**src/hw/acts_pkg.sv**
```systemverilog
// constants, types and register map of the conversion timing sequencer
// ==========================================================
// Summary of operation
// - channel change resets modulator and filter, switches crosspoint, then settles
// - settling before the first conversion is never shorter than 32 cycles
// - settle code 0 gives 32 cycles, doubling per step to 4096; default 0
// - first result after 4, 3 or 1 conversion periods by filter type
// - period is 32, 352 or 320 times the speed word by sinc filter type; post filters use fixed periods
// - standalone sinc postprocess 28 cycles at speed 0 or 1, else 62
// - post filters always postprocess in 69 cycles
// - first result time is settle plus ideal first time plus postprocess
// - later results on the same channel come once per conversion period
// - each channel converts with its own setup
// - switch channel at conversion end; ready falls after postprocess delay
// - ready spacing is first time minus previous channel postprocess delay
// - shared setup, repeat zero gives one result per settle plus ideal time
// - filter behaviour depends only on filter type and speed word
// - averaging factor 8: period is order plus seven times 32 times speed
// - speed word is an 11-bit unsigned value used directly, except that zero runs as one
// - all counts run on the 76.8 kHz master clock
// - with several channels enabled the sequencer steps through them alone
package acts_pkg;
   // ==========================================================
   // clocks
   localparam int CLK_HZ = 40_000_000;
   localparam int MCLK_HZ = 76_800;
   localparam int CLK_PER_MCLK = CLK_HZ / MCLK_HZ;
   localparam int DIVW = 16;
   // ==========================================================
   // sizes
   localparam int NCH = 4;
   localparam int CHW = 2;
   localparam int SPW = 11;
   localparam int TW = 20;
   localparam int SEQW = 16;
   // ==========================================================
   // timing figures in master clock cycles
   localparam logic [TW-1:0] SETTLE_BASE = 20'h00020;
   localparam logic [TW-1:0] SETTLE_MIN = 20'h00020;
   localparam logic [TW-1:0] CNV_BASE = 20'h00020;
   localparam int AVG_FACTOR = 8;
   localparam logic [TW-1:0] AVG4_MULT = TW'((4 + AVG_FACTOR - 1) * 32);
   localparam logic [TW-1:0] AVG3_MULT = TW'((3 + AVG_FACTOR - 1) * 32);
   localparam logic [TW-1:0] ORDER4 = 20'h00004;
   localparam logic [TW-1:0] ORDER3 = 20'h00003;
   localparam logic [TW-1:0] PP_SHORT = 20'h0001c;
   localparam logic [TW-1:0] PP_LONG = 20'h0003e;
   localparam logic [TW-1:0] PP_POST = 20'h00045;
   localparam logic [TW-1:0] POST1_CYC = 20'h00b80;
   localparam logic [TW-1:0] POST2_CYC = 20'h00c80;
   localparam logic [TW-1:0] POST3_CYC = 20'h00f80;
   localparam logic [TW-1:0] POST4_CYC = 20'h01280;
   // ==========================================================
   // register map, byte addresses
   localparam logic [4:0] ADDR_CTRL = 5'h00;
   localparam logic [4:0] ADDR_STATUS = 5'h04;
   localparam logic [4:0] ADDR_RESULT = 5'h08;
   localparam logic [4:0] ADDR_SETUP0 = 5'h10;
   localparam int CTRL_RUN_BIT = 0;
   localparam int CTRL_EN_LSB = 4;
   localparam logic [31:0] CTRL_RST = 32'h00000000;
   localparam int SET_SPD_LSB = 0;
   localparam int SET_SETTLE_LSB = 12;
   localparam int SET_FILT_LSB = 16;
   localparam int SET_REP_LSB = 24;
   localparam logic [31:0] SETUP_RST = 32'h00000001;
   localparam int ST_ACT_BIT = 0;
   localparam int ST_RDY_BIT = 1;
   localparam int ST_STATE_LSB = 4;
   localparam int ST_CHAN_LSB = 8;
   localparam int RES_CHAN_LSB = 0;
   localparam int RES_SEQ_LSB = 16;
   // ==========================================================
   // types
   typedef enum logic [3:0] {
      F_SINC4, F_SINC4_AVG, F_SINC3, F_SINC3_NOTCH, F_SINC3_AVG,
      F_POST1, F_POST2, F_POST3, F_POST4
   } acts_filt_t;
   typedef enum logic [2:0] {
      ST_IDLE, ST_SWITCH, ST_SETTLE_LD, ST_SETTLE, ST_CONVERT
   } acts_state_t;
   typedef struct packed {
      logic [3:0] filt;
      logic [2:0] settle;
      logic [SPW-1:0] speed;
   } acts_setup_t;
endpackage

```
**src/hw/acts_setup_if.sv**
```systemverilog
// carrier between the sequencer and its timing calculator
`timescale 1ns/1ps
`default_nettype none
interface acts_setup_if;
   import acts_pkg::*;
   acts_setup_t setup;
   logic [TW-1:0] settle_cyc;
   logic [TW-1:0] tcnv_cyc;
   logic [TW-1:0] first_cyc;
   logic [TW-1:0] pp_cyc;
   modport calc(input setup, output settle_cyc, tcnv_cyc, first_cyc, pp_cyc);
   modport user(output setup, input settle_cyc, tcnv_cyc, first_cyc, pp_cyc);
endinterface
`default_nettype wire

```
**src/hw/acts_top.sv**
```systemverilog
// conversion timing sequencer with avalon register slave
//
// Decided for this implementation: the Avalon-MM interface to the registers and the register addresses.
`timescale 1ns/1ps
`default_nettype none
module acts_top
   import acts_pkg::*;
#(
   parameter int MCLK_DIV = CLK_PER_MCLK,
   parameter logic [TW-1:0] P_POST1 = POST1_CYC,
   parameter logic [TW-1:0] P_POST2 = POST2_CYC,
   parameter logic [TW-1:0] P_POST3 = POST3_CYC,
   parameter logic [TW-1:0] P_POST4 = POST4_CYC
) (
   // clock and reset
   input wire logic clk,
   input wire logic nrst,
   // avalon-mm slave
   input wire logic [4:0] avs_address,
   input wire logic avs_read,
   input wire logic avs_write,
   input wire logic [31:0] avs_writedata,
   input wire logic [3:0] avs_byteenable,
   output logic [31:0] avs_readdata,
   output logic avs_waitrequest,
   // converter control
   output logic mod_reset,
   output logic [CHW-1:0] input_crosspoint,
   output logic conv_active,
   output logic drdy_n
);
   acts_setup_if tim();
   acts_state_t state_ff, nxt_state;
   logic wait_ff;
   logic [31:0] rdata_ff, rd_mux;
   logic [31:0] ctrl_ff;
   logic [31:0] setup_ff [NCH];
   logic [31:0] result_ff;
   logic [DIVW-1:0] div_ff;
   logic tick_ff;
   logic [CHW-1:0] cur_chan_ff, nxt_chan, res_chan_ff, xpt_ff;
   logic [3:0] rep_left_ff, nxt_rep;
   acts_setup_t cur_setup_ff;
   logic [SEQW-1:0] seq_ff;
   logic ph_load, ph_done, pp_load, pp_done;
   logic [TW-1:0] ph_val;
   logic drdy_n_ff, relow_ff, mod_reset_ff, act_ff;
   logic wr_fire, rd_fire, res_read, run;
   logic [NCH-1:0] chan_en;
   logic [TW-1:0] st_ticks_ff;

   // next enabled channel after from, nearest first, else from
   function automatic logic [CHW-1:0] next_en(input logic [CHW-1:0] from,
                                              input logic [NCH-1:0] en);
      logic [CHW-1:0] res;
      logic [CHW-1:0] c;
      res = from;
      for (int i = NCH - 1; i >= 1; i--) begin
         c = from + CHW'(i);
         if (en[c]) begin
            res = c;
         end
      end
      return res;
   endfunction

   // byte lane merge for register writes
   function automatic logic [31:0] be_merge(input logic [31:0] old,
                                            input logic [31:0] wd,
                                            input logic [3:0] be);
      logic [31:0] res;
      res = old;
      for (int b = 0; b < 4; b++) begin
         if (be[b]) begin
            res[b*8 +: 8] = wd[b*8 +: 8];
         end
      end
      return res;
   endfunction

   // ==========================================================
   // bus slave: one wait cycle, then the answer
   assign wr_fire = avs_write && !wait_ff;
   assign rd_fire = avs_read && !wait_ff;
   assign res_read = rd_fire && (avs_address == ADDR_RESULT);
   assign run = ctrl_ff[CTRL_RUN_BIT];
   assign chan_en = ctrl_ff[CTRL_EN_LSB +: NCH];

   // read mux, unmapped reads give zero
   always_comb begin
      rd_mux = 32'h00000000;
      case (avs_address)
         ADDR_CTRL: rd_mux = ctrl_ff;
         ADDR_STATUS: begin
            rd_mux[ST_ACT_BIT] = act_ff;
            rd_mux[ST_RDY_BIT] = !drdy_n_ff;
            rd_mux[ST_STATE_LSB +: 3] = state_ff;
            rd_mux[ST_CHAN_LSB +: CHW] = cur_chan_ff;
         end
         ADDR_RESULT: rd_mux = result_ff;
         default: begin
            for (int n = 0; n < NCH; n++) begin
               if (avs_address == ADDR_SETUP0 + 5'(4 * n)) begin
                  rd_mux = setup_ff[n];
               end
            end
         end
      endcase
   end

   // waitrequest handshake and read data capture
   always_ff @(posedge clk or negedge nrst) begin
      if (!nrst) begin
         wait_ff <= 1'b1;
         rdata_ff <= 32'h00000000;
      end else if (!wait_ff) begin
         wait_ff <= 1'b1;
      end else if (avs_read || avs_write) begin
         wait_ff <= 1'b0;
         rdata_ff <= avs_read ? rd_mux : 32'h00000000;
      end
   end

   // register writes take effect at the completing edge
   always_ff @(posedge clk or negedge nrst) begin
      if (!nrst) begin
         ctrl_ff <= CTRL_RST;
         for (int n = 0; n < NCH; n++) begin
            setup_ff[n] <= SETUP_RST;
         end
      end else if (wr_fire) begin
         if (avs_address == ADDR_CTRL) begin
            ctrl_ff <= be_merge(ctrl_ff, avs_writedata, avs_byteenable);
         end
         for (int n = 0; n < NCH; n++) begin
            if (avs_address == ADDR_SETUP0 + 5'(4 * n)) begin
               setup_ff[n] <= be_merge(setup_ff[n], avs_writedata,
                                       avs_byteenable);
            end
         end
      end
   end

   // ==========================================================
   // master clock tick from the system clock
   always_ff @(posedge clk or negedge nrst) begin
      if (!nrst) begin
         div_ff <= '0;
         tick_ff <= 1'b0;
      end else if (div_ff == DIVW'(MCLK_DIV - 1)) begin
         div_ff <= '0;
         tick_ff <= 1'b1;
      end else begin
         div_ff <= div_ff + DIVW'(1);
         tick_ff <= 1'b0;
      end
   end

   // ==========================================================
   // timing of the channel now converting
   assign tim.setup = cur_setup_ff;
   acts_timing #(
      .P_POST1(P_POST1),
      .P_POST2(P_POST2),
      .P_POST3(P_POST3),
      .P_POST4(P_POST4)
   ) u_timing (
      .tim(tim.calc)
   );

   // settle and conversion phase counter
   acts_downcnt #(.W(TW)) u_phase (
      .clk(clk),
      .nrst(nrst),
      .load(ph_load),
      .load_val(ph_val),
      .tick(tick_ff),
      .done(ph_done)
   );

   // postprocess counter runs beside the next channel's settling
   acts_downcnt #(.W(TW)) u_pp (
      .clk(clk),
      .nrst(nrst),
      .load(pp_load),
      .load_val(tim.pp_cyc),
      .tick(tick_ff),
      .done(pp_done)
   );

   // ==========================================================
   // sequencer state machine
   always_comb begin
      nxt_state = state_ff;
      nxt_chan = cur_chan_ff;
      nxt_rep = rep_left_ff;
      ph_load = 1'b0;
      ph_val = '0;
      pp_load = 1'b0;
      case (state_ff)
         ST_IDLE: begin
            if (run && chan_en != '0) begin
               nxt_chan = next_en(CHW'(NCH - 1), chan_en);
               nxt_state = ST_SWITCH;
            end
         end
         ST_SWITCH: begin
            nxt_state = ST_SETTLE_LD;
         end
         ST_SETTLE_LD: begin
            ph_load = 1'b1;
            ph_val = tim.settle_cyc;
            nxt_state = ST_SETTLE;
         end
         ST_SETTLE: begin
            if (ph_done) begin
               ph_load = 1'b1;
               ph_val = tim.first_cyc;
               nxt_state = ST_CONVERT;
            end
         end
         ST_CONVERT: begin
            if (ph_done) begin
               pp_load = 1'b1;
               if (rep_left_ff != 4'h0 ||
                   next_en(cur_chan_ff, chan_en) == cur_chan_ff) begin
                  ph_load = 1'b1;
                  ph_val = tim.tcnv_cyc;
                  if (rep_left_ff != 4'h0) begin
                     nxt_rep = rep_left_ff - 4'h1;
                  end
               end else begin
                  nxt_chan = next_en(cur_chan_ff, chan_en);
                  nxt_state = ST_SWITCH;
               end
            end
         end
         default: begin
            nxt_state = ST_IDLE;
         end
      endcase
      if (!run) begin
         nxt_state = ST_IDLE;
      end
   end

   // state, channel and latched setup
   always_ff @(posedge clk or negedge nrst) begin
      if (!nrst) begin
         state_ff <= ST_IDLE;
         cur_chan_ff <= '0;
         rep_left_ff <= 4'h0;
         cur_setup_ff <= '0;
         res_chan_ff <= '0;
      end else begin
         state_ff <= nxt_state;
         cur_chan_ff <= nxt_chan;
         rep_left_ff <= nxt_rep;
         if (state_ff == ST_SWITCH) begin
            cur_setup_ff.filt <= setup_ff[cur_chan_ff][SET_FILT_LSB +: 4];
            cur_setup_ff.settle <= setup_ff[cur_chan_ff][SET_SETTLE_LSB +: 3];
            cur_setup_ff.speed <= setup_ff[cur_chan_ff][SET_SPD_LSB +: SPW];
            rep_left_ff <= setup_ff[cur_chan_ff][SET_REP_LSB +: 4];
         end
         if (pp_load) begin
            res_chan_ff <= cur_chan_ff;
         end
      end
   end

   // front end control: reset pulse and crosspoint on a switch
   always_ff @(posedge clk or negedge nrst) begin
      if (!nrst) begin
         mod_reset_ff <= 1'b0;
         xpt_ff <= '0;
         act_ff <= 1'b0;
      end else begin
         mod_reset_ff <= (state_ff == ST_SWITCH);
         if (state_ff == ST_SWITCH) begin
            xpt_ff <= cur_chan_ff;
         end
         act_ff <= (nxt_state == ST_CONVERT);
      end
   end

   // ==========================================================
   // data ready and result word; a new result beats a read release
   always_ff @(posedge clk or negedge nrst) begin
      if (!nrst) begin
         drdy_n_ff <= 1'b1;
         relow_ff <= 1'b0;
         result_ff <= 32'h00000000;
         seq_ff <= '0;
      end else if (pp_done) begin
         drdy_n_ff <= !drdy_n_ff;
         relow_ff <= !drdy_n_ff;
         seq_ff <= seq_ff + SEQW'(1);
         result_ff <= {seq_ff, {(RES_SEQ_LSB - CHW){1'b0}}, res_chan_ff};
      end else if (relow_ff) begin
         drdy_n_ff <= 1'b0;
         relow_ff <= 1'b0;
      end else if (res_read) begin
         drdy_n_ff <= 1'b1;
      end
   end

   assign avs_readdata = rdata_ff;
   assign avs_waitrequest = wait_ff;
   assign mod_reset = mod_reset_ff;
   assign input_crosspoint = xpt_ff;
   assign conv_active = act_ff;
   assign drdy_n = drdy_n_ff;

   // ==========================================================
   // checks
   always_ff @(posedge clk or negedge nrst) begin
      if (!nrst) begin
         st_ticks_ff <= '0;
      end else if (state_ff != ST_SETTLE) begin
         st_ticks_ff <= '0;
      end else if (tick_ff) begin
         st_ticks_ff <= st_ticks_ff + TW'(1);
      end
   end
endmodule
`default_nettype wire

```
**src/hw/acts_timing.sv**
```systemverilog
// timing calculator: settle, period, first result and postprocess cycles
`timescale 1ns/1ps
`default_nettype none
module acts_timing
   import acts_pkg::*;
#(
   parameter logic [TW-1:0] P_POST1 = POST1_CYC,
   parameter logic [TW-1:0] P_POST2 = POST2_CYC,
   parameter logic [TW-1:0] P_POST3 = POST3_CYC,
   parameter logic [TW-1:0] P_POST4 = POST4_CYC
) (
   // setup in, cycle counts out
   acts_setup_if.calc tim
);
   logic [TW-1:0] spd;
   logic [TW-1:0] base;
   // ==========================================================
   // speed word taken as plain unsigned, zero run as one
   assign spd = (tim.setup.speed == '0) ? 20'h00001
                : TW'(tim.setup.speed);
   assign base = spd * CNV_BASE;
   assign tim.settle_cyc = SETTLE_BASE << tim.setup.settle;
   // ==========================================================
   // period, first result and postprocess per filter type and speed word
   // notch placement follows filter and speed alone
   always_comb begin
      tim.tcnv_cyc = base;
      tim.first_cyc = base * ORDER4;
      tim.pp_cyc = (spd > 20'h00001) ? PP_LONG : PP_SHORT;
      case (tim.setup.filt)
         F_SINC3, F_SINC3_NOTCH: begin
            tim.first_cyc = base * ORDER3;
         end
         F_SINC4_AVG: begin
            tim.tcnv_cyc = spd * AVG4_MULT;
            tim.first_cyc = spd * AVG4_MULT;
            tim.pp_cyc = PP_LONG;
         end
         F_SINC3_AVG: begin
            tim.tcnv_cyc = spd * AVG3_MULT;
            tim.first_cyc = spd * AVG3_MULT;
            tim.pp_cyc = PP_LONG;
         end
         F_POST1, F_POST2, F_POST3, F_POST4: begin
            case (tim.setup.filt)
               F_POST1: tim.tcnv_cyc = P_POST1;
               F_POST2: tim.tcnv_cyc = P_POST2;
               F_POST3: tim.tcnv_cyc = P_POST3;
               default: tim.tcnv_cyc = P_POST4;
            endcase
            tim.first_cyc = tim.tcnv_cyc;
            tim.pp_cyc = PP_POST;
         end
         default: begin
            tim.tcnv_cyc = base;
         end
      endcase
   end
endmodule
`default_nettype wire

```
**src/hw/acts_downcnt.sv**
```systemverilog
// tick driven down counter that pulses done on the last tick
`timescale 1ns/1ps
`default_nettype none
module acts_downcnt #(
   parameter int W = 20
) (
   // clock and reset
   input wire logic clk,
   input wire logic nrst,
   // control
   input wire logic load,
   input wire logic [W-1:0] load_val,
   input wire logic tick,
   output logic done
);
   logic [W-1:0] cnt_ff;
   // ==========================================================
   // count down one per tick, load wins
   always_ff @(posedge clk or negedge nrst) begin
      if (!nrst) begin
         cnt_ff <= '0;
      end else if (load) begin
         cnt_ff <= load_val;
      end else if (tick && cnt_ff != '0) begin
         cnt_ff <= cnt_ff - W'(1);
      end
   end
   // done must not look at load: callers reload in answer to done
   assign done = tick && (cnt_ff == W'(1));
endmodule
`default_nettype wire

```
**config.mk**
```make
export PLATFORM = sky130hd
export DESIGN_NAME = acts_top
export DESIGN_NICKNAME = d
export VERILOG_FILES = /design/src/hw/acts_pkg.sv /design/src/hw/acts_setup_if.sv /design/src/hw/acts_top.sv /design/src/hw/acts_timing.sv /design/src/hw/acts_downcnt.sv
export SDC_FILE = /design/constraint.sdc
export NUM_CORES = 1
export LEC_CHECK = 0
export ABC_AREA = 1
export BUFFER_PORTS_ARGS = -buffer_cell sky130_fd_sc_hd__buf_2
export CORE_MARGIN = 2
export CORE_UTILIZATION = 25
export CTS_CLUSTER_SIZE = 10
export DETAILED_ROUTE_END_ITERATION = 10
export GPL_TIMING_DRIVEN = 0
export PLACE_DENSITY = 0.44
export SETUP_SLACK_MARGIN = 0.3
export SKIP_CTS_REPAIR_TIMING = 1
export SLEW_MARGIN = 20
export SYNTH_ARGS = -nofsm -noshare
export SYNTH_HDL_FRONTEND = slang
export SYNTH_HIERARCHICAL = 1
export SYNTH_SLANG_ARGS = --single-unit
```
**constraint.sdc**
```tcl
create_clock -name clk -period 3.56 [get_ports clk]
set_input_delay 0.712 -clock clk [delete_from_list [all_inputs] [get_ports clk]]
set_output_delay 0.712 -clock clk [all_outputs]
set_load 0.05 [all_outputs]
```
# After elaboration in Yosys (flattened, before gate mapping)
# Cells that the tools add are included.
totals:
  register_bits: 319
  input_bits: 45
  output_inout_bits: 38
  elab_cells: 208
classes:
  n_addsub: 8
  mul: 3
  order_cmp: 5
  n_eq_ne: 26
  shifts: 1
  n_mux: 70
  bitwise: 1
  reduce_logical: 54
op_table:
  columns: ["operator", "n"]
  rows:
  - ["$mux W32", 5]
  - ["$mux W20", 7]
  - ["$pmux W20 S3", 2]
  - ["$pmux W20 S4", 1]
  - ["$pmux W22 S3", 1]
  - ["$bmux W32 S2", 1]
  - ["$reduce_and A3 Y1", 20]
  - ["$mux W28", 2]
  - ["$eq A20 B1 Y1 const B", 2]
  - ["$pmux W20 S2", 1]
  - ["$reduce_bool A20 Y1", 2]
  - ["$sub A20 B1 Y20 const B", 2]
  - ["$pmux W13 S3", 1]
  - ["$add A16 B1 Y16 const B", 2]
  - ["$eq A5 B5 Y1 const B", 4]
  - ["$gt A20 B1 Y1 const B", 1]
  - ["$mul A20 B3 Y14 const B", 1]
  - ["$mul A20 B4 Y15 const B", 1]
  - ["$mux W2", 10]
  - ["$mux W4", 5]
  - ["$shl A6 B3 Y20 const A", 1]
  - ["$eq A16 B10 Y1 const B", 1]
  - ["$eq A4 B3 Y1 const B", 4]
  - ["$mux W16", 1]
  - ["41 further kinds", 90]

# Longest topological paths before layout
# Gate-level depths: netlist (run 1).
logic_depth:
  depth_word: 15
  mapped_depth: 29
  ltp_nobuf: 29

# By module
# Netlist (run 1), hierarchy kept.
modules_own_cells:
  columns: ["module", "n_inst", "cells_each", "area_per_inst_um2", "seq_area_each_um2"]
  rows:
  - ["acts_top", 1, 1539, 13168.9, 6989.2]
  - ["acts_timing", 1, 570, 3266.9, 0.0]
  - ["acts_downcnt", 2, 239, 1557.7, 500.5]

# Least setup slack after synthesis (run 1)
# No wires, ideal clock.
synth_path:
  path_type: "flip-flop to flip-flop"
  from: "reg cur_setup_ff[2] (netlist name)"
  to: "reg u_phase.cnt_ff[11]"
  setup_ps: 125
  t_arrival_ps: 3350
  t_required_ps: 3435
  setup_slack_ps: 86
  path_stages_with_launch: 22
  path_buffers: 0
  synth_period_minus_slack_ps: 3474
  path_cell_list: "dfrtp_1 > inv_1 > ha_1 > nand3_1 > nor2_1 > nand2_2 > nand2_1 > inv_1 > ha_1 > inv_1 > fa_1 > inv_1 > ha_1 > nand2_1 > nand3_1 > or2_2 > nand3_1 > nand4_1 > a22oi_1 > nand2_1 > nand2_1 > nand3_1"
synth_between:
  word_cells_on_any_way: 12
  cone_classes: "mul: 3; mux: 8; reduce/logical: 1"
synth_lines:
  columns: ["item", "line_no", "text"]
  rows:
  - ["start: declaration", "acts_top.sv:43", "acts_setup_t cur_setup_ff;"]
  - ["$logic_not A11 Y1", "acts_timing.sv:19", "assign spd = (tim.setup.speed == '0) ? 20'h00001"]
  - ["$mux W11 (*)", "acts_timing.sv:19", null]
  - ["$mul A20 B3 Y14, or another cell as far along", "acts_timing.sv:41", "tim.first_cyc = spd * AVG3_MULT;"]
  - ["$pmux W20 S4 (*)", "acts_timing.sv:30", "case (tim.setup.filt)"]
  - ["via tim.first_cyc[11]", "acts_setup_if.sv:9", "logic [TW-1:0] first_cyc;"]
  - ["$mux W20 (*)", "acts_top.sv:216", "if (ph_done) begin"]
  - ["$pmux W20 S3 (*)", "acts_top.sv:200", "case (state_ff)"]
  - ["via ph_val[11]", "acts_top.sv:46", "logic [TW-1:0] ph_val;"]
  - ["$mux W20 (*)", "acts_downcnt.sv:22", "end else if (load) begin"]
  - ["end signal: assignment", "acts_downcnt.sv:23", "cnt_ff <= load_val;"]
  - ["end signal: assignment", "acts_downcnt.sv:25", "cnt_ff <= cnt_ff - W'(1);"]
  - ["end: declaration", "acts_downcnt.sv:16", "logic [W-1:0] cnt_ff;"]
# The timed path passes the listed nets; every way through them passes the cells marked *.
# A chain may end at the register's enable or synchronous reset.

# Worst setup path in the final report (run 1)
layout_path:
  from: "reg cur_setup_ff[2] (netlist name)"
  to: "reg u_phase.cnt_ff[15]"
# The elaborated chain is that of the path after synthesis.

==> results.sh, run 1 <==
export IMPL_r2r_worst_path_cells=28
export IMPL_hold_path_class="input port to async pin"
export IMPL_timing_critical_path_mode_cell="sky130_fd_sc_hd__nand2_1"
export IMPL_final_nets=2920
export IMPL_grt_overflow=0
export IMPL_timing_fmax_mhz=265
export IMPL_worst_pin_slew_ps=937
export IMPL_pwr_density_cell_nw_per_um2=434
export IMPL_synth_compound_area_share_pct=14.0
export IMPL_max_slew_margin_rel_pct=37.5
export IMPL_worstPathMaxFanout=5
export IMPL_timing_final_crit_period_ps=3780
export IMPL_startpoint_type="flip-flop"
export IMPL_netSwitchingPower_mw=3.31
export IMPL_cts_tree="yes"
export IMPL_io_pin_count=83
export IMPL_worst_skew_pair_late_latency_ps=590
export IMPL_placement_io_buffers=80
export IMPL_die_height_um=284
export IMPL_ys_types=54
export IMPL_overall_routing_resource_usage_pct=17.0
export IMPL_outcome="finished with violations"
export IMPL_hold_viol=0
export IMPL_grt_pass1_wl_mm=108
export IMPL_worst_endpoint_arrival_ps=4260
export IMPL_fin_skew_ps=11.7
export IMPL_synth_most_common_cell="sky130_fd_sc_hd__nand2_1"
export IMPL_synth_async_reset_ratio_pct=100
export IMPL_yosys_area_share_adder_pct=5.22
export IMPL_cts_root_buf="sky130_fd_sc_hd__clkbuf_16"
export IMPL_pwr_share_clk_pct=41.4
export IMPL_drc_violations_left=0
export IMPL_area_delta_synth_final_pct=22.8
export IMPL_die_width_um=284
export IMPL_gp_routability_congestion=0.881
export IMPL_post_synth_cell_area_avg_um2=7.56
export IMPL_seq_power_share_pct=38.3
export IMPL_dr_first_iter_drc_count=1339
export IMPL_floorplan_die_area_um2=80500
export IMPL_final_cell_count_no_fill=3870
export IMPL_synth_main_ff_cell="sky130_fd_sc_hd__dfrtp_1"
export IMPL_total_inserted_antenna_cells=0
export IMPL_worstSetupEndpointType="flip-flop"
export IMPL_timing_final_max_slew_violations=0
export IMPL_combinational_family_with_the_most_area_after_synthesis="simple AND/OR/NAND/NOR gates"
export IMPL_reg2reg_slack_ps=-220
export IMPL_initial_utilization_pct=25.2
export IMPL_yosys_area_top_type_share_pct=40.1
export IMPL_firstDrtPassIters=6
export IMPL_post_synth_main_area_contributors="sky130_fd_sc_hd__dfrtp_1 (40%), sky130_fd_sc_hd__nand2_1 (15%), sky130_fd_sc_hd__o21ai_0 (6.4%)"
export IMPL_vias_in_the_first_global_route=18046
export IMPL_number_of_cts_inserted_buffers=43
export IMPL_mappedNetlistArea_um2=19600
export IMPL_critical_path_reg2reg_startpoint="cur_setup_ff[2]"
export IMPL_post_synth_top_area_cell="sky130_fd_sc_hd__dfrtp_1"
export IMPL_ant_nets=0
export IMPL_power_share_combinational_pct=20.2
export IMPL_max_clock_path_buffers=3
export IMPL_cpMaxStageDelayCell="sky130_fd_sc_hd__fa_1"
export IMPL_min_period_over_period_pct=106
export IMPL_wire_per_inst_um=18.0
export IMPL_yosys_warning_count=6
export IMPL_final_design_area_no_fill_um2=24000
export IMPL_clkSinkCount=319
export IMPL_initial_antenna_violation_count=1
export IMPL_synth_area_mux_share_pct=0
export IMPL_swShare_pct=31.8
export IMPL_timing_critical_path_slowest_cell_delay_ps=490
export IMPL_postPlaceCellArea_um2=21800
export IMPL_fp_coreArea_um2=77500
export IMPL_fin_total_pwr_mw=10.4
export IMPL_timing_critical_path_required_ps=4040
export IMPL_synth_simple_area_share_pct=29.0
export IMPL_synth_edff_count=0
export IMPL_power_ir_vdd_worst_mv=0.331
export IMPL_rsz0062_at_grt="yes"
export IMPL_synth_seq_area_share_pct=40.9
export IMPL_route_detailed_vias_per_inst=4.70
export IMPL_synth_cells=2587
export IMPL_row_cnt=102
export IMPL_synth_common_cells="sky130_fd_sc_hd__nand2_1 (807), sky130_fd_sc_hd__dfrtp_1 (313), sky130_fd_sc_hd__o21ai_0 (249)"
export IMPL_hpwlAfterDp_mm=51.9
export IMPL_drive_above_1_share_pct=18.7
export IMPL_report_final_setup_viol=11
export IMPL_placed_cells_incl_taps=3745
export IMPL_dr_total_vias=18206
export IMPL_p_leak_nw=11.3
export IMPL_utilization_pct=31.0
export IMPL_ys_seq_elements=319
export IMPL_synth_xor_area_share_pct=1.84
export IMPL_worstSetupPathType="flip-flop to flip-flop"
export IMPL_h_tree_depth=2
export IMPL_worst_setup_hold_path_clk_slew_ps=60
export IMPL_grt_start_max_net_pins=85
export IMPL_violations="negative setup slack"
export IMPL_detail_route_wirelength_mm=69.6
export IMPL_placement_setup_worst_slack_ps=-578
export IMPL_worstReg2RegEnd="u_phase/cnt_ff[15]"
export IMPL_internal_power_mw=7.11
export IMPL_layout_setup_ws_ps=-218
export IMPL_drv_cap=0
-- logic make-up after synthesis --
group	after synthesis
compound gates	464
xor+xnor	41
flops	319
simple gates	1288
buf+inv	398
other cells	2
fa+ha+maj	75
-- worst max path at each step --
stage          cells after the start            endpoint             from  slack [ps]
6_report                          28  u_phase/cnt_ff[15]  cur_setup_ff[2]        -220
5_1_grt                           26  u_phase/cnt_ff[13]  cur_setup_ff[3]        -440
4_1_cts                           27  u_phase/cnt_ff[16]  cur_setup_ff[8]        -600
3_5_place_dp                      26  u_phase/cnt_ff[16]  cur_setup_ff[8]        -580
3_3_place_gp                       1          seq_ff[12]             nrst       -4880
2_1_floorplan                     29  u_phase/cnt_ff[16]  cur_setup_ff[3]         250
-- worst max-delay path, delay by kind of cell, from the launching register on --
family,cells,cell delay (ps)
simple gates,17,1340
fa+ha+maj,4,1200
buf+inv,6,470
flops,1,460
compound gates,1,170
-- power groups by stage --
stage | logic, mW | registers [mW] | clock network (mW)
2_1_floorplan | 1.20 | 4.08 | 0
3_3_place_gp | 1.90 | 4.05 | 0
3_5_place_dp | 1.94 | 4.05 | 0
4_1_cts | 1.95 | 3.99 | 4.43
5_1_grt | 2.29 | 4.02 | 4.57
6_report | 2.11 | 3.99 | 4.32
-- flip-flops by register name (all words and copies together) (netlist names), 2 cells and up --
register,count
result_ff,18
cur_setup_ff,18
div_ff,16
cur_chan_ff,2
input_crosspoint,2
setup_ff,128
rep_left_ff,4
state_ff,3
seq_ff,16
avs_readdata,32
ctrl_ff,32
u_phase/cnt_ff,20
res_chan_ff,2
u_pp/cnt_ff,20
-- metal layers --
| metal | GRT usage (%) | vias to the layer above | part of all wire [%] |
|---|---|---|---|
| met2 | 27.8 | 430 | 46 |
| met3 | 2.17 | 107 | 4.5 |
| met4 | 5.89 | 0 | 3.1 |
| met5 | 0 | - | 0 |
| li1 | - | 8848 | - |
| met1 | 23.2 | 8821 | 46 |
-- per-stage QoR --
step,TNS (ps),hold slack (ps)
after global routing,-3990,55.1
final,-1600,31.6
after detailed placement,-4690,460
after global placement,-1522610,453
after CTS,-4870,28.8
after floorplan,0,416
-- layout make-up --
type	count	area, um^2
Buffer	137	802
Clock buffer	67	1270
Clock inverter	8	134
Fill cell	8343	53500
Inverter	261	1010
Multi-Input combinational cell	1904	10600
Sequential cell	319	7990
Tap cell	1040	1300
Timing Repair Buffer	134	937
-- placed cells by master, fill, tap and decap left out, drive strengths merged, types with 25 or more instances in the layout --
cell type    n
o21ai      265
conb        36
a22oi       46
dfrtp      313
nand3      206
ha          64
xor2        25
a21oi       74
nor2       177
inv        259
nand2      830
buf        211
clkbuf     127
nand4       36
(Power assumes the default switching activity.)
==> inputs of run 2 (changes only) <==
CORE_UTILIZATION = 45   (was 25)
PLACE_DENSITY = 0.68   (was 0.44)
RECOVER_POWER = 50   (was unset)
==> results.sh, run 2 (synthesis gave the netlist of run 1 again) <==
export IMPL_max_clock_path_buffers=3
export IMPL_layout_cells_most_common="sky130_fd_sc_hd__nand2_1"
export IMPL_r2r_worst_path_cells=26
export IMPL_largest_register="setup_ff"
export IMPL_row_cnt=76
export IMPL_num_fill_cells=4091
export IMPL_overall_routing_resource_usage_pct=27.3
export IMPL_drc_violations_left=0
export IMPL_worst_skew_pair_late_latency_ps=570
export IMPL_largest_reg_flops=128
export IMPL_wire_per_inst_um=18.2
export IMPL_ant_nets=0
export IMPL_rsz0062_at_grt="yes"
export IMPL_floorplan_die_area_um2=45100
export IMPL_worst_pin_slew_ps=2790
export IMPL_io_pin_count=83
export IMPL_pwr_density_cell_nw_per_um2=423
export IMPL_timing_final_crit_period_ps=3740
export IMPL_timing_critical_path_to="u_phase/cnt_ff[16]"
export IMPL_internal_power_mw=6.53
export IMPL_timing_critical_path_required_ps=4010
export IMPL_vias_in_the_first_global_route=17692
export IMPL_die_width_um=212
export IMPL_hold_path_class="flip-flop to flip-flop"
export IMPL_final_design_area_no_fill_um2=22700
export IMPL_placement_io_buffers=80
export IMPL_route_detailed_vias_per_inst=5.50
export IMPL_final_nets=2889
export IMPL_fin_total_pwr_mw=9.61
export IMPL_reg2reg_slack_ps=-180
export IMPL_swShare_pct=32.0
export IMPL_worst_setup_hold_path_clk_slew_ps=60
export IMPL_multiInputGateArea_um2=10400
export IMPL_hpwlAfterDp_mm=44.7
export IMPL_drv_cap=1
export IMPL_startpoint_type="flip-flop"
export IMPL_dr_first_iter_drc_count=1871
export IMPL_dr_total_vias=18542
export IMPL_drive_above_1_share_pct=16.2
export IMPL_clkSinkCount=319
export IMPL_detail_route_wirelength_mm=61.3
export IMPL_netSwitchingPower_mw=3.08
export IMPL_die_height_um=212
export IMPL_crit_start="cur_setup_ff[2]"
export IMPL_firstDrtPassIters=6
export IMPL_seq_power_share_pct=41.6
export IMPL_gp_routability_congestion=0.973
export IMPL_critical_path_reg2reg_startpoint="cur_setup_ff[2]"
export IMPL_worstPathMaxFanout=4
export IMPL_pwr_share_clk_pct=38.0
export IMPL_min_period_over_period_pct=105
export IMPL_total_inserted_antenna_cells=0
export IMPL_max_slew_margin_rel_pct=-86.1
export IMPL_outcome="finished with violations"
export IMPL_mostFrequentLayoutCells="sky130_fd_sc_hd__nand2_1 (791), sky130_fd_sc_hd__dfrtp_1 (310), sky130_fd_sc_hd__o21ai_0 (249)"
export IMPL_worstReg2RegEnd="u_phase/cnt_ff[16]"
export IMPL_initial_utilization_pct=45.5
export IMPL_fin_skew_ps=28.1
export IMPL_postPlaceCellArea_um2=21200
export IMPL_worst_endpoint_arrival_ps=4180
export IMPL_register_area_um2=7990
export IMPL_number_of_cts_inserted_buffers=39
export IMPL_timing_fmax_mhz=268
export IMPL_grt_pass1_wl_mm=95.9
export IMPL_area_delta_synth_final_pct=16.1
export IMPL_utilization_pct=52.8
export IMPL_fp_coreArea_um2=43000
export IMPL_hold_viol=0
export IMPL_report_final_setup_viol=8
export IMPL_layout_setup_ws_ps=-177
export IMPL_cts_root_buf="sky130_fd_sc_hd__clkbuf_16"
export IMPL_worstSetupEndpointType="flip-flop"
export IMPL_worstSetupPathType="flip-flop to flip-flop"
export IMPL_violations="max-capacitance violations, max-slew violations, negative setup slack"
export IMPL_cts_tree="yes"
export IMPL_p_leak_nw=11.0
export IMPL_h_tree_depth=2
export IMPL_power_ir_vdd_worst_mv=0.361
export IMPL_power_share_combinational_pct=20.4
export IMPL_timing_final_max_slew_violations=56
export IMPL_grt_overflow=0
export IMPL_grt_start_max_net_pins=100
export IMPL_initial_antenna_violation_count=1
-- run 2: changes by cell type in the layout (fill, tap and decap cells not counted), moves of 4 or more --
cell                        delta
sky130_fd_sc_hd__buf_4        -22
sky130_fd_sc_hd__nand2_1      +12
sky130_fd_sc_hd__nand2_2      -11
sky130_fd_sc_hd__clkbuf_8      -6
sky130_fd_sc_hd__inv_1         +6
sky130_fd_sc_hd__nand3_1       +6
sky130_fd_sc_hd__inv_2         -5
sky130_fd_sc_hd__clkbuf_16     -4
sky130_fd_sc_hd__nand3_2       -4
-- run 2: through the flow --
stage	cells	hold slack, ps	setup TNS [ps]	setup WS (ps)
floorplan	2621	416	0	253
global placement	3286	453	-1373090	-4390
global route	3374	493	-27180	-368
detailed placement	3289	454	-3580	-457
finish	3374	462	-630	-177
CTS	3350	74.5	-3560	-454
-- run 2: worst min path at each step --
| stage | from | to | slack [ps] | cells past startpoint |
|---|---|---|---|---|
| floorplan | nrst | avs_readdata[0] | 420 | 0 |
| finish | div_ff[0] | div_ff[0] | 460 | 1 |
| CTS | nrst | div_ff[2] | 70 | 1 |
| global route | seq_ff[15] | seq_ff[15] | 490 | 1 |
| global placement | div_ff[0] | div_ff[0] | 450 | 1 |
| detailed placement | div_ff[0] | div_ff[0] | 450 | 1 |
-- run 2: layer usage --
metal  global-route usage, %  up-vias  share of wire (%)
met5                       0        -              0.021
met4                    10.6        2                3.8
met3                    5.57      148                8.2
met2                    43.4      776                 46
met1                    36.8     8837                 42
li1                        -     8779                  -
-- run 2: final cells by class --
type	instances	share of cell area [%]
flip-flops and latches	319	35.2
repair buffers	107	3.00
multi-input cells	1904	45.7
clock buffers	56	4.76
plain buffers	137	3.52
inverters	261	4.39
well taps	585	3.22
clock inverters	5	0.171
-- run 2: critical path, cell delays in order (launching register included) --
cell and delay [ps]:
sky130_fd_sc_hd__dfrtp_2 460, sky130_fd_sc_hd__inv_2 100, sky130_fd_sc_hd__ha_4 120, sky130_fd_sc_hd__nand3_2 90, sky130_fd_sc_hd__nor2_4 110, sky130_fd_sc_hd__nand2_4 100
sky130_fd_sc_hd__nand2_4 130, sky130_fd_sc_hd__clkinvlp_4 150, sky130_fd_sc_hd__ha_4 300, sky130_fd_sc_hd__inv_2 30, sky130_fd_sc_hd__fa_1 510, sky130_fd_sc_hd__inv_2 50
sky130_fd_sc_hd__ha_4 260, sky130_fd_sc_hd__nand2_4 90, sky130_fd_sc_hd__inv_1 60, sky130_fd_sc_hd__a21oi_2 170, sky130_fd_sc_hd__nand4_1 140, sky130_fd_sc_hd__nand3_2 130
sky130_fd_sc_hd__nand2_2 80, sky130_fd_sc_hd__inv_2 60, sky130_fd_sc_hd__nand2_2 40, sky130_fd_sc_hd__a22oi_2 140, sky130_fd_sc_hd__nand2_1 100, sky130_fd_sc_hd__nand2_1 70
sky130_fd_sc_hd__nand2_1 50, sky130_fd_sc_hd__nand2_1 50, sky130_fd_sc_hd__nand2_1 40
-- run 2: power groups by stage --
stage | sequential, mW | clock, mW | combinational (mW)
after global placement | 4.04 | 0 | 1.83
after floorplan | 4.08 | 0 | 1.20
after CTS | 3.99 | 3.70 | 1.88
final | 4.00 | 3.65 | 1.96
after global routing | 4.01 | 3.84 | 2.11
after detailed placement | 4.05 | 0 | 1.88
